File: config.mk
export PLATFORM = sky130hd
export DESIGN_NAME = sab_bus_ctrl
export DESIGN_NICKNAME = d
export VERILOG_FILES = /design/src/design/sab_pkg.sv /design/src/design/sab_sel_if.sv /design/src/design/sab_bus_ctrl.sv /design/src/design/sab_sel_decode.sv
export SDC_FILE = /design/constraint.sdc
export NUM_CORES = 1
export LEC_CHECK = 0
export BUFFER_PORTS_ARGS = -buffer_cell sky130_fd_sc_hd__buf_2
export CAP_MARGIN = 20
export CORE_MARGIN = 2
export CORE_UTILIZATION = 40
export CTS_CLUSTER_DIAMETER = 100
export DETAILED_ROUTE_END_ITERATION = 6
export PLACE_DENSITY_LB_ADDON = 0.05
export SYNTH_ARGS = -nofsm -noshare
export SYNTH_HDL_FRONTEND = slang
export SYNTH_SLANG_ARGS = --single-unit
File: constraint.sdc
create_clock -name pclk -period 7.1 [get_ports pclk]
set_input_delay 2.13 -clock pclk [delete_from_list [all_inputs] [get_ports pclk]]
set_output_delay 2.13 -clock pclk [all_outputs]
set_load 0.02 [all_outputs]
File: src/design/sab_pkg.sv
package sab_pkg;
  // ==========================================================
  // Register indexes (byte address is four times the index)
  localparam logic [9:0] IDX_SELECT0_RANGE_LOW  = 10'h0A8;
  localparam logic [9:0] IDX_SELECT1_RANGE_LOW  = 10'h0AB;
  localparam logic [9:0] IDX_SELECT2_RANGE_LOW  = 10'h0AE;
  localparam logic [9:0] IDX_SELECT3_RANGE_LOW  = 10'h0B1;
  localparam logic [9:0] IDX_RANGE_HIGH_OFS     = 10'h001;
  localparam logic [9:0] IDX_CTRL_OFS           = 10'h002;
  localparam logic [9:0] IDX_SELECT_STRIDE      = 10'h003;
  localparam logic [9:0] IDX_MODE_BASE          = 10'h0F0;
  localparam logic [9:0] IDX_STATUS             = 10'h080;
  // ==========================================================
  // Reset values
  localparam logic [7:0] RST_RANGE_LOW          = 8'h00;
  localparam logic [7:0] RST_RANGE_HIGH0        = 8'hFF;
  localparam logic [7:0] RST_RANGE_HIGH         = 8'h00;
  localparam logic [7:0] RST_CTRL0              = 8'hE8;
  localparam logic [7:0] RST_CTRL               = 8'h00;
  localparam logic [7:0] RST_MODE               = 8'h02;
  // ==========================================================
  // Field layout
  localparam int         CTRL_WAIT_LSB          = 5;
  localparam int         CTRL_IO_BIT            = 4;
  localparam int         CTRL_EN_BIT            = 3;
  localparam logic [7:0] CTRL_WR_MASK           = 8'hF8;
  localparam logic [7:0] MODE_WR_MASK           = 8'hEF;
  localparam int         MODE_SEL_LSB           = 6;
  localparam logic [3:0] STATE_LEN_INVALID      = 4'h0;
  localparam logic [3:0] STATE_LEN_MIN          = 4'h1;
  localparam int         SEP_STATES             = 4;
  localparam int         SWITCH_CYCLES          = 1;
  // ==========================================================
  // Protocol classes
  typedef enum logic [1:0] {
    SAB_NATIVE,
    SAB_NATIVE_ALT,
    SAB_SEP_STROBE,
    SAB_STROBE_ACK
  } sab_mode_t;
endpackage : sab_pkg

File: src/design/sab_sel_if.sv
`timescale 1ns/1ns
`default_nettype none
interface sab_sel_if;
  logic [23:0] addr;
  logic        io_access;
  logic [7:0]  range_low_byte [4];
  logic [7:0]  range_high_byte [4];
  logic [7:0]  ctrl [4];
  logic        hit;
  logic [1:0]  sel;
  modport ctrl_side (output addr, io_access, range_low_byte, range_high_byte, ctrl, input hit, sel);
  modport dec_side (input addr, io_access, range_low_byte, range_high_byte, ctrl, output hit, sel);
endinterface : sab_sel_if
`default_nettype wire

File: src/design/sab_bus_ctrl.sv
`timescale 1ns/1ns
`default_nettype none
module sab_bus_ctrl
  import sab_pkg::*;
(
  input  wire logic        pclk,
  input  wire logic        presetn,
  input  wire logic        psel,
  input  wire logic        penable,
  input  wire logic        pwrite,
  input  wire logic [11:0] paddr,
  input  wire logic [31:0] pwdata,
  output logic      [31:0] prdata,
  output logic             pready,
  output logic             pslverr,
  input  wire logic        req_valid,
  input  wire logic        req_write,
  input  wire logic        req_io,
  input  wire logic [23:0] req_addr,
  input  wire logic [7:0]  req_wdata,
  output logic             busy,
  output logic             resp_done,
  output logic             resp_hit,
  output logic      [7:0]  resp_rdata,
  output logic      [23:0] addr_out,
  output logic      [7:0]  data_out,
  output logic             data_oe,
  input  wire logic [7:0]  data_in,
  output logic             read_not_write,
  output logic             address_strobe_n,
  output logic             data_strobe_n,
  input  wire logic        transfer_ack_n,
  output logic      [3:0]  chip_sel_n
);
  typedef enum logic [3:0] {
    ST_IDLE, ST_SWITCH, ST_NATIVE, ST_SEP,
    ST_S0, ST_S1, ST_S2, ST_S3, ST_S4, ST_S5, ST_S6, ST_S7, ST_WAIT
  } sab_state_t;

  logic [7:0]  range_low_byte  [4];
  logic [7:0]  range_high_byte [4];
  logic [7:0]  ctrl            [4];
  logic [7:0]  mode            [4];
  sab_state_t  state;
  sab_state_t  next_state;
  logic [6:0]  cnt;
  logic [6:0]  state_len;
  logic        last;
  logic        ack_q;
  sab_mode_t   prev_cls;
  sab_mode_t   cur_cls;
  sab_mode_t   req_cls;
  logic        need_switch;
  logic        cur_write;
  logic        cur_hit;
  logic [1:0]  cur_sel;
  logic [23:0] cur_addr;
  logic [7:0]  cur_wdata;
  logic [3:0]  cur_len;
  logic [2:0]  cur_wait;
  logic        enter;
  logic        finish;

  sab_sel_if sel_bus ();

  // ==========================================================
  // Helpers
  function automatic sab_mode_t mode_class(input logic [7:0] m);
    return sab_mode_t'(m[MODE_SEL_LSB +: 2]);
  endfunction : mode_class

  function automatic logic is_native(input sab_mode_t c);
    return c == SAB_NATIVE || c == SAB_NATIVE_ALT;
  endfunction : is_native

  // ==========================================================
  // Select decode
  assign sel_bus.addr      = req_addr;
  assign sel_bus.io_access = req_io;
  for (genvar k = 0; k < 4; k++) begin : g_map
    assign sel_bus.range_low_byte[k]  = range_low_byte[k];
    assign sel_bus.range_high_byte[k] = range_high_byte[k];
    assign sel_bus.ctrl[k]            = ctrl[k];
  end

  sab_sel_decode u_dec (
    .s (sel_bus.dec_side)
  );

  assign req_cls     = sel_bus.hit ? mode_class(mode[sel_bus.sel]) : SAB_NATIVE;
  // Only moves onto a non-native protocol cost a cycle
  assign need_switch = !is_native(req_cls) && req_cls != prev_cls;

  // ==========================================================
  // APB slave, one wait cycle per access
  wire       apb_acc = psel && penable && pready;
  wire [9:0] idx     = paddr[11:2];

  function automatic logic [4:0] reg_decode(input logic [9:0] i);
    // {valid, kind[1:0], select[1:0]}; kind 0 low, 1 high, 2 ctrl, 3 mode
    reg_decode = 5'h00;
    for (int k = 0; k < 4; k++) begin
      if (i == IDX_SELECT0_RANGE_LOW + 10'(k) * IDX_SELECT_STRIDE) begin
        reg_decode = {3'b100, k[1:0]};
      end
      if (i == IDX_SELECT0_RANGE_LOW + 10'(k) * IDX_SELECT_STRIDE + IDX_RANGE_HIGH_OFS) begin
        reg_decode = {3'b101, k[1:0]};
      end
      if (i == IDX_SELECT0_RANGE_LOW + 10'(k) * IDX_SELECT_STRIDE + IDX_CTRL_OFS) begin
        reg_decode = {3'b110, k[1:0]};
      end
      if (i == IDX_MODE_BASE + 10'(k)) begin
        reg_decode = {3'b111, k[1:0]};
      end
    end
  endfunction : reg_decode

  wire [4:0] dec_hit = reg_decode(idx);

  always_ff @(posedge pclk or negedge presetn) begin
    if (!presetn) begin
      pready  <= 1'b0;
      pslverr <= 1'b0;
      prdata  <= 32'h0000_0000;
    end else begin
      pready  <= psel && penable && !pready;
      pslverr <= psel && penable && !pready && !dec_hit[4] && idx != IDX_STATUS;
      if (psel && penable && !pready) begin
        prdata <= 32'h0000_0000;
        if (idx == IDX_STATUS) begin
          prdata <= {24'h00_0000, busy, cur_hit, cur_sel, prev_cls, cur_cls};
        end else if (dec_hit[4]) begin
          unique case (dec_hit[3:2])
            2'h0: prdata[7:0] <= range_low_byte[dec_hit[1:0]];
            2'h1: prdata[7:0] <= range_high_byte[dec_hit[1:0]];
            2'h2: prdata[7:0] <= ctrl[dec_hit[1:0]];
            2'h3: prdata[7:0] <= mode[dec_hit[1:0]];
          endcase
        end
      end
    end
  end

  always_ff @(posedge pclk or negedge presetn) begin
    if (!presetn) begin
      for (int k = 0; k < 4; k++) begin
        range_low_byte[k]  <= RST_RANGE_LOW;
        range_high_byte[k] <= (k == 0) ? RST_RANGE_HIGH0 : RST_RANGE_HIGH;
        ctrl[k]            <= (k == 0) ? RST_CTRL0 : RST_CTRL;
        mode[k]            <= RST_MODE;
      end
    end else if (apb_acc && pwrite && dec_hit[4]) begin
      unique case (dec_hit[3:2])
        2'h0: range_low_byte[dec_hit[1:0]]  <= pwdata[7:0];
        2'h1: range_high_byte[dec_hit[1:0]] <= pwdata[7:0];
        2'h2: ctrl[dec_hit[1:0]]            <= pwdata[7:0] & CTRL_WR_MASK;
        2'h3: mode[dec_hit[1:0]]            <= pwdata[7:0] & MODE_WR_MASK;
      endcase
    end
  end

  // ==========================================================
  // Sequencer
  always_comb begin
    unique case (state)
      ST_NATIVE: state_len = 7'(cur_wait) + 7'h01;
      ST_SEP:    state_len = 7'(cur_len) * 7'(SEP_STATES);
      ST_SWITCH: state_len = 7'(SWITCH_CYCLES);
      default:   state_len = 7'(cur_len);
    endcase
  end

  assign last = cnt >= state_len - 7'h01;

  always_comb begin
    next_state = state;
    unique case (state)
      ST_IDLE: begin
        if (req_valid) begin
          if (need_switch) begin
            next_state = ST_SWITCH;
          end else if (req_cls == SAB_STROBE_ACK) begin
            next_state = ST_S0;
          end else if (req_cls == SAB_SEP_STROBE) begin
            next_state = ST_SEP;
          end else begin
            next_state = ST_NATIVE;
          end
        end
      end
      ST_SWITCH: begin
        if (cur_cls == SAB_STROBE_ACK) begin
          next_state = ST_S0;
        end else begin
          next_state = ST_SEP;
        end
      end
      ST_NATIVE, ST_SEP, ST_S7: if (last) next_state = ST_IDLE;
      ST_S0: if (last) next_state = ST_S1;
      ST_S1: if (last) next_state = ST_S2;
      ST_S2: if (last) next_state = ST_S3;
      ST_S3: if (last) next_state = ST_S4;
      // Acknowledge is seen through ack_q, a full clock before the edge
      ST_S4, ST_WAIT: if (last) next_state = ack_q ? ST_S5 : ST_WAIT;
      ST_S5: if (last) next_state = ST_S6;
      ST_S6: if (last) next_state = ST_S7;
    endcase
  end

  assign enter  = next_state != state || (state == ST_WAIT && last);
  assign finish = state != ST_IDLE && next_state == ST_IDLE;

  // Taking edge has not loaded the cur_ copies yet, so pins read the request
  wire        from_idle = state == ST_IDLE;
  wire [23:0] pin_addr  = from_idle ? req_addr : cur_addr;
  wire [7:0]  pin_wdata = from_idle ? req_wdata : cur_wdata;
  wire        pin_write = from_idle ? req_write : cur_write;
  wire [3:0]  pin_cs_n  = from_idle ? ~(4'(sel_bus.hit) << sel_bus.sel) : ~(4'(cur_hit) << cur_sel);

  always_ff @(posedge pclk or negedge presetn) begin
    if (!presetn) begin
      state <= ST_IDLE;
      cnt   <= 7'h00;
      ack_q <= 1'b0;
    end else begin
      state <= next_state;
      cnt   <= enter ? 7'h00 : cnt + 7'h01;
      ack_q <= !transfer_ack_n;
    end
  end

  always_ff @(posedge pclk or negedge presetn) begin
    if (!presetn) begin
      prev_cls  <= SAB_NATIVE;
      cur_cls   <= SAB_NATIVE;
      cur_write <= 1'b0;
      cur_hit   <= 1'b0;
      cur_sel   <= 2'h0;
      cur_addr  <= 24'h00_0000;
      cur_wdata <= 8'h00;
      cur_len   <= STATE_LEN_MIN;
      cur_wait  <= 3'h0;
    end else if (state == ST_IDLE && req_valid) begin
      prev_cls  <= req_cls;
      cur_cls   <= req_cls;
      cur_write <= req_write;
      cur_hit   <= sel_bus.hit;
      cur_sel   <= sel_bus.sel;
      cur_addr  <= req_addr;
      cur_wdata <= req_wdata;
      // Zero length is illegal; it runs as one cycle rather than hang
      cur_len   <= (mode[sel_bus.sel][3:0] == STATE_LEN_INVALID || !sel_bus.hit)
                   ? STATE_LEN_MIN : mode[sel_bus.sel][3:0];
      // Fixed waits only apply to native selects
      cur_wait  <= (sel_bus.hit && is_native(req_cls))
                   ? ctrl[sel_bus.sel][CTRL_WAIT_LSB +: 3] : 3'h0;
    end
  end

  // ==========================================================
  // Pin driving
  always_ff @(posedge pclk or negedge presetn) begin
    if (!presetn) begin
      addr_out         <= 24'h00_0000;
      data_out         <= 8'h00;
      data_oe          <= 1'b0;
      read_not_write   <= 1'b1;
      address_strobe_n <= 1'b1;
      data_strobe_n    <= 1'b1;
      chip_sel_n       <= 4'hF;
    end else if (enter) begin
      unique case (next_state)
        ST_S0: begin
          read_not_write <= 1'b1;
          chip_sel_n     <= pin_cs_n;
        end
        ST_S1: addr_out <= cur_addr;
        ST_S2: begin
          address_strobe_n <= 1'b0;
          data_strobe_n    <= cur_write;
          read_not_write   <= !cur_write;
        end
        ST_S3: begin
          if (cur_write) begin
            data_out <= cur_wdata;
            data_oe  <= 1'b1;
          end
        end
        ST_S4: data_strobe_n <= 1'b0;
        ST_S7: begin
          address_strobe_n <= 1'b1;
          data_strobe_n    <= 1'b1;
        end
        ST_NATIVE, ST_SEP: begin
          addr_out       <= pin_addr;
          chip_sel_n     <= pin_cs_n;
          read_not_write <= !pin_write;
          data_out       <= pin_wdata;
          data_oe        <= pin_write;
        end
        ST_IDLE: begin
          read_not_write <= 1'b1;
          data_oe        <= 1'b0;
          chip_sel_n     <= 4'hF;
        end
        default: ;
      endcase
    end
  end

  // ==========================================================
  // Answer to the CPU side
  always_ff @(posedge pclk or negedge presetn) begin
    if (!presetn) begin
      busy       <= 1'b0;
      resp_done  <= 1'b0;
      resp_hit   <= 1'b0;
      resp_rdata <= 8'h00;
    end else begin
      busy      <= next_state != ST_IDLE;
      resp_done <= finish;
      resp_hit  <= finish ? cur_hit : resp_hit;
      // Peripheral data valid through S6 is latched on entry to S7
      if (!cur_write && ((state == ST_S6 && next_state == ST_S7) || (finish && state != ST_S7))) begin
        resp_rdata <= data_in;
      end
    end
  end
endmodule : sab_bus_ctrl
`default_nettype wire

File: src/design/sab_sel_decode.sv
`timescale 1ns/1ns
`default_nettype none
module sab_sel_decode
  import sab_pkg::*;
(
  sab_sel_if.dec_side s
);
  logic [3:0] match;

  // ==========================================================
  // Per-select address compare
  for (genvar k = 0; k < 4; k++) begin : g_sel
    wire en_k = s.ctrl[k][CTRL_EN_BIT];
    wire io_k = s.ctrl[k][CTRL_IO_BIT];
    assign match[k] = en_k && (io_k
      ? (s.io_access && s.addr[15:8] == s.range_low_byte[k])
      : (!s.io_access && s.addr[23:16] >= s.range_low_byte[k]
         && s.addr[23:16] <= s.range_high_byte[k]));
  end

  // Lowest select wins when ranges overlap
  always_comb begin
    s.hit = |match;
    s.sel = 2'h0;
    for (int k = 3; k >= 0; k--) begin
      if (match[k]) begin
        s.sel = k[1:0];
      end
    end
  end
endmodule : sab_sel_decode
`default_nettype wire

==> impl_metrics.tcl, run 1 <==
set metrics [dict create \
    insertion_delay_ps 550 \
    dp_hpwl_mm 29.11 \
    postCtsResizedCells 0 \
    routedLengthMet1_mm 18.98 \
    detail_route.wl_per_cell_um 21.51 \
    grt_pass1_vias 10550 \
    die-height_um 190.8 \
    pin_count_of_the_biggest_net_entering_global_routing 130 \
    clock-root-buffer "clkbuf_16" \
    tightestPinTransition_ps 1123 \
    timing.final.crit_period_ps 6083 \
    cts_tree "built" \
    worst-setup-path-type "input pin to flop" \
    drt_wl_total_mm 41.17 \
    hold_path_class "flop to flop" \
    worst-path-max-fanout 24 \
    netSwitchingPower_uw 696.4 \
    initial_antenna_violation_count 1 \
    placedCellCount 1862 \
    critical_path.max_stage_delay_ps 630 \
    finalHoldViolations 0 \
    run_status "finished clean" \
    cts_buffer_depth 3 \
    crit_chain "buf_2 -> inv_1 -> ha_1 -> nand2b_1 -> a2111oi_0 -> o31ai_1 -> o31a_2 -> or2_2 -> o31ai_1 -> o2111ai_2 -> and3_1 -> or4_4 -> o211a_1 -> buf_12 -> mux2_4" \
    layout-drive-gt1-share_pct 31.19 \
    drt-vias-per-instance 5.581 \
    cts.repair_timing.setup_buffer_count 0 \
    floorplan.core_area_mm2 0.03446 \
    p_total_uw 2915 \
    synth_area_per_cell_um2 10.53 \
    htreeDepth 1 \
    p_leak_uw 0.007536 \
    final.setup_skew_ps 9.457 \
    seqPwrFrac_pct 45.1 \
    final.setup.tns_ps 0 \
    die-area_mm2 0.03642 \
    most-common-layout-cells "dfrtp_1 (206), mux2_2 (193), buf_2 (126), nand2_1 (89), inv_1 (76)" \
    critical_path_cell_with_the_highest_stage_delay "or4_4" \
    drt_pass_1_iters 5 \
    ratio_of_final_minimum_period_to_clock_period_pct 85.68 \
    port-buffer-count 127 \
    critPathMostFrequentCell "o31ai_1" \
    cp-end-kind "flop" \
    sw_frac_of_total_pct 23.89 \
    power.share.combinational_pct 5.9 \
    synth_async_sr_flop_share_pct 100.0 \
    netlist-cell-type-count 82 \
    std_cell_rows 68 \
    most_common_cell_after_layout_fill_and_taps_aside "dfrtp_1" \
    dr_total_vias 10680 \
    met2RoutedLength_mm 18.97 \
    detail-route-antenna-nets 0 \
    power.density_cell_area_mw_per_mm2 183.3 \
    irDropWorstVdd_uv 159.3 \
    insertedDiodeCount 0 \
    unrepaired_setup_endpoints_after_global_routing "false" \
    design.final.nets 1604 \
    critical_path.startpoint_type "input pin" \
    maxSlewViolCount 0 \
    die_width_um 190.8 \
    dr_wl_met3_mm 1.969 \
    place_congestion 0.9002 \
    synthToLayoutAreaGrowth_pct 13.91 \
    initial_core_util_pct 40.52 \
    grt.total_usage_pct 22.63 \
    timing.fmax_mhz 164.4 \
    hold_slack_ps 481.4 \
    clk_pin_slew_ps 60 \
    fin_cells 1914 \
    power_frac_clock_pct 49.0 \
    grt_pass1_wl_mm 63.41 \
    yosys_warnings 0 \
    final_design_area_no_fill_mm2 0.01590 \
    num_io_pins 178 \
    total_global_routing_overflow 0 \
    ys_seq_elements 230 \
    drcViolationCount 0 \
    synth_sequential_area_ratio_pct 41.44 \
    number_of_synthesized_flops_with_an_enable_pin 0 \
    clkSinkCount 230 \
    drt_first_iter_violations 601 \
    highest_signal_layer "met4" \
    setup_violations 0 \
    netlist_area_mm2 0.01396 \
    maxSlewHeadroom_pct 25.00 \
    synthesis.instances 1326 \
    postSynth.topFlopCell "dfrtp_1" \
    arrival_ps 6510 \
    power.internal_uw 2219 \
    numCtsBuffers 28 \
    detailed_place.area_mm2 0.01499 \
    cap_viol_max_count 0 \
    crit_required_ps 7530 \
    hold_fix_buffer_count_after_cts 0 \
]
[area by class of cell]
type,count,area [um^2]
timing repair buffer,153,865.8
clock buffer,46,859.6
tap,455,569.3
clock inverter,6,58.81
fill,3288,18550
multi-input combinational,946,7472
sequential,230,5786
inverter,78,292.8
[critical path, delay by kind of cell]
kind	cells	cell delay [ps]
fa+ha+maj	1	300
buf+inv	3	590
simple gates	4	1400
mux	1	320
compound gates	6	1730
[per-stage QoR]
step	setup WS, ps	util, %
after floorplan	1272	-
after global placement	528.7	43.49
after detailed placement	494.6	43.49
after CTS	1071	46.15
after global routing	690.2	46.15
final	1017	46.15
[synth_stat cells, types with 18 or more instances]
| cell | count | area share (%) |
|---|---|---|
| clkbuf_1 | 55 | 1.5 |
| nand3_1 | 21 | 0.75 |
| nor3_1 | 24 | 0.86 |
| mux2_2 | 193 | 16 |
| ha_1 | 74 | 6.6 |
| a21oi_1 | 44 | 1.6 |
| o22ai_1 | 18 | 0.81 |
| nand4_1 | 21 | 0.94 |
| o21ai_0 | 72 | 2.6 |
| buf_4 | 26 | 1.4 |
| xnor2_1 | 36 | 2.3 |
| dfstp_2 | 24 | 4.5 |
| dfrtp_1 | 206 | 37 |
| inv_1 | 76 | 2.0 |
| mux2i_1 | 23 | 1.6 |
| mux2_4 | 20 | 2.2 |
| nor2_1 | 70 | 1.9 |
| nand2_1 | 90 | 2.4 |
[power by group through the flow]
stage	clock network, uW	registers (uW)	logic, uW
detailed placement	0	1340	173
global route	1520	1320	192
finish	1430	1320	171
global placement	0	1340	172
floorplan	0	1340	88.6
CTS	1470	1320	174
[logic make-up (layout without fill, tap and decap cells)]
family | Yosys count | in the layout | share of synthesized area, %
simple gates | 298 | 298 | 10.40
compound gates | 272 | 272 | 13.70
mux | 236 | 236 | 19.37
flops | 230 | 230 | 41.44
buf+inv | 173 | 283 | 5.798
fa+ha+maj | 74 | 74 | 6.631
xor+xnor | 42 | 42 | 2.635
other cells | 1 | 24 | 0.02686
[worst paths after layout]
check                                   from                  end  slack [ps]  cells past startpoint
worst max-delay path            req_addr[16]         addr_out[19]        1020                     15
worst min-delay path               prdata[6]            prdata[6]         480                      2
worst max register to register      state[2]         addr_out[19]        1230                     19
worst min register to register     prdata[6]            prdata[6]         480                      2
max in group asynchronous            presetn  range_high_byte[12]        4080                      2
min in group asynchronous            presetn          addr_out[0]        1710                      1
[registers in the layout, indices dropped and copies added (netlist names), 4 cells and up]
signal / count
mode: 28
range_high_byte: 32
chip_sel_n: 4
cur_len: 4
cnt: 7
cur_addr: 24
ctrl: 20
resp_rdata: 8
range_low_byte: 32
prdata: 8
data_out: 8
addr_out: 24
cur_wdata: 8
state: 4
[per-layer routing]
metal	vias up	track usage [%]
met5	-	0
met4	0	6.947
met3	78	3.073
met2	248	36.79
met1	5343	31.24
li1	5013	-
No activity file was read; power rests on OpenSTA's default activity.
==> inputs of run 2 (changes only) <==
==> constraint.sdc (replaced) <==
create_clock -name pclk -period 7.1 [get_ports pclk]
set_input_delay 0.71 -clock pclk [delete_from_list [all_inputs] [get_ports pclk]]
set_output_delay 0.71 -clock pclk [all_outputs]
set_load 0.02 [all_outputs]
==> impl_metrics.tcl, run 2 (synthesis results as in run 1) <==
set metrics [dict create \
    maxSlewViolCount 0 \
    power.density_cell_area_mw_per_mm2 187.8 \
    clock-root-buffer "clkbuf_16" \
    maxSlewHeadroom_pct 28.42 \
    cap_viol_max_count 0 \
    place_congestion 0.8761 \
    synthToLayoutAreaGrowth_pct 13.52 \
    worst-path-max-fanout 32 \
    timing.reg2reg.worst_path_depth 22 \
    htreeDepth 1 \
    die-area_mm2 0.03642 \
    worst-setup-path-type "flop to flop" \
    met3_track_utilization_from_global_routing_pct 3.441 \
    timing.fmax_mhz 163.1 \
    p_total_uw 2977 \
    tightestPinTransition_ps 1070 \
    critical_path.startpoint_type "flop" \
    grt_pass1_wl_mm 63.52 \
    cts_tree "built" \
    cts_buffer_depth 3 \
    placedCellCount 1853 \
    drt_first_iter_violations 597 \
    grtUsageMet1_pct 31.36 \
    post-route-worst-setup-slack_ps 968.2 \
    port-buffer-count 127 \
    die-height_um 190.8 \
    most-common-layout-cells "dfrtp_1 (206), mux2_2 (193), buf_2 (126), nand2_1 (89), inv_1 (76)" \
    ratio_of_final_minimum_period_to_clock_period_pct 86.36 \
    layout-drive-gt1-share_pct 31.03 \
    drt-vias-per-instance 5.597 \
    clk_pin_slew_ps 60 \
    insertedDiodeCount 0 \
    top_regs "range_high_byte (32), range_low_byte (32), mode (28)" \
    drt_wl_total_mm 41.22 \
    grt_util_met2_pct 37.29 \
    detail-route-antenna-nets 0 \
    floorplan.core_area_mm2 0.03446 \
    run_status "finished clean" \
    irDropWorstVdd_uv 177.7 \
    grt_pass1_vias 10550 \
    num_io_pins 178 \
    fin_cells 1905 \
    drt_pass_1_iters 5 \
    timing.final.crit_period_ps 6132 \
    cts.repair_timing.setup_buffer_count 0 \
    drcViolationCount 0 \
    arrival_ps 6570 \
    design.final.nets 1595 \
    initial_core_util_pct 40.52 \
    dr_total_vias 10660 \
    p_leak_uw 0.007498 \
    reg2reg_from "state[2]" \
    initial_antenna_violation_count 0 \
    most_common_cell_after_layout_fill_and_taps_aside "dfrtp_1" \
    timing.critical_path.from "state[2]" \
    final.setup_skew_ps 13.16 \
    clkSinkCount 230 \
    detailedPlace.worstSlack_ps 1003 \
    final.setup.tns_ps 0 \
    crit_required_ps 7540 \
    dp_hpwl_mm 28.80 \
    cp-end-kind "flop" \
    fill_cells 3328 \
    numCtsBuffers 28 \
    setup.reg_to_reg.worst_slack_ps 970 \
    hold_path_class "input pin to asynchronous set/reset pin" \
    die_width_um 190.8 \
    worstReg2RegEnd "addr_out[19]" \
    detail_route.wl_per_cell_um 21.64 \
    postCtsResizedCells 0 \
    finalHoldViolations 0 \
    grt.total_usage_pct 22.76 \
    grt-busiest-layer "met2" \
    std_cell_rows 68 \
    setup_violations 0 \
    unrepaired_setup_endpoints_after_global_routing "false" \
    pin_count_of_the_biggest_net_entering_global_routing 123 \
    total_global_routing_overflow 0 \
    hold_fix_buffer_count_after_cts 0 \
    insertion_delay_ps 560 \
]
## run 2: power by group
part	internal, uW	switching, uW	total (uW)
clock	905	584	1490
combinational	47.8	124	171
sequential	1310	1.71	1320
## run 2: worst max-delay path, stage by stage, from the launching register on
cell and delay, ps:
dfrtp_1 570, clkinv_1 320, nand2_1 400, nor2_1 180, a221o_1 380, nor3_1 280
nor2b_1 220, nand2b_1 70, a32oi_1 210, ha_1 250, o21ai_0 180, nand2b_1 210
inv_1 120, nor2_1 130, a311oi_1 310, o22ai_1 170, and2_0 170, a31oi_2 440
inv_2 150, nand4_1 130, buf_4 430, mux2_2 390, mux2_4 260
## run 2: cell type report
class / count / area, um^2 / area share, %
inverter: 78 / 292.8 / 1.847
timing repair buffer: 144 / 773.2 / 4.878
sequential: 230 / 5786 / 36.50
tap: 455 / 569.3 / 3.592
clock inverter: 12 / 140.1 / 0.8841
multi-input combinational: 946 / 7472 / 47.14
clock buffer: 40 / 817.0 / 5.155
## run 2: per-layer routing
metal  part of all wire (%)  up-vias
li1                       -     4990
met1                     45     5348
met2                     47      264
met3                    5.1       61
met4                    2.6        0
met5                      0        -
## run 2: worst max path at each step
stage / slack [ps] / endpoint / cells past startpoint
after floorplan: 2020 / addr_out[2] / 25
after global placement: 1070 / addr_out[19] / 22
after detailed placement: 1000 / addr_out[12] / 22
after CTS: 980 / addr_out[19] / 22
after global routing: 490 / data_out[4] / 22
final: 970 / addr_out[19] / 22
## run 2: per-stage QoR
step | hold WS, ps | utilization (%) | instance area (um^2)
global route | 293.3 | 46.00 | 15850
detailed placement | 469.5 | 43.22 | 14890
floorplan | 414.4 | - | 14050
CTS | 275.9 | 46.00 | 15850
global placement | 460.2 | 43.22 | 14890
finish | 246.9 | 46.00 | 15850
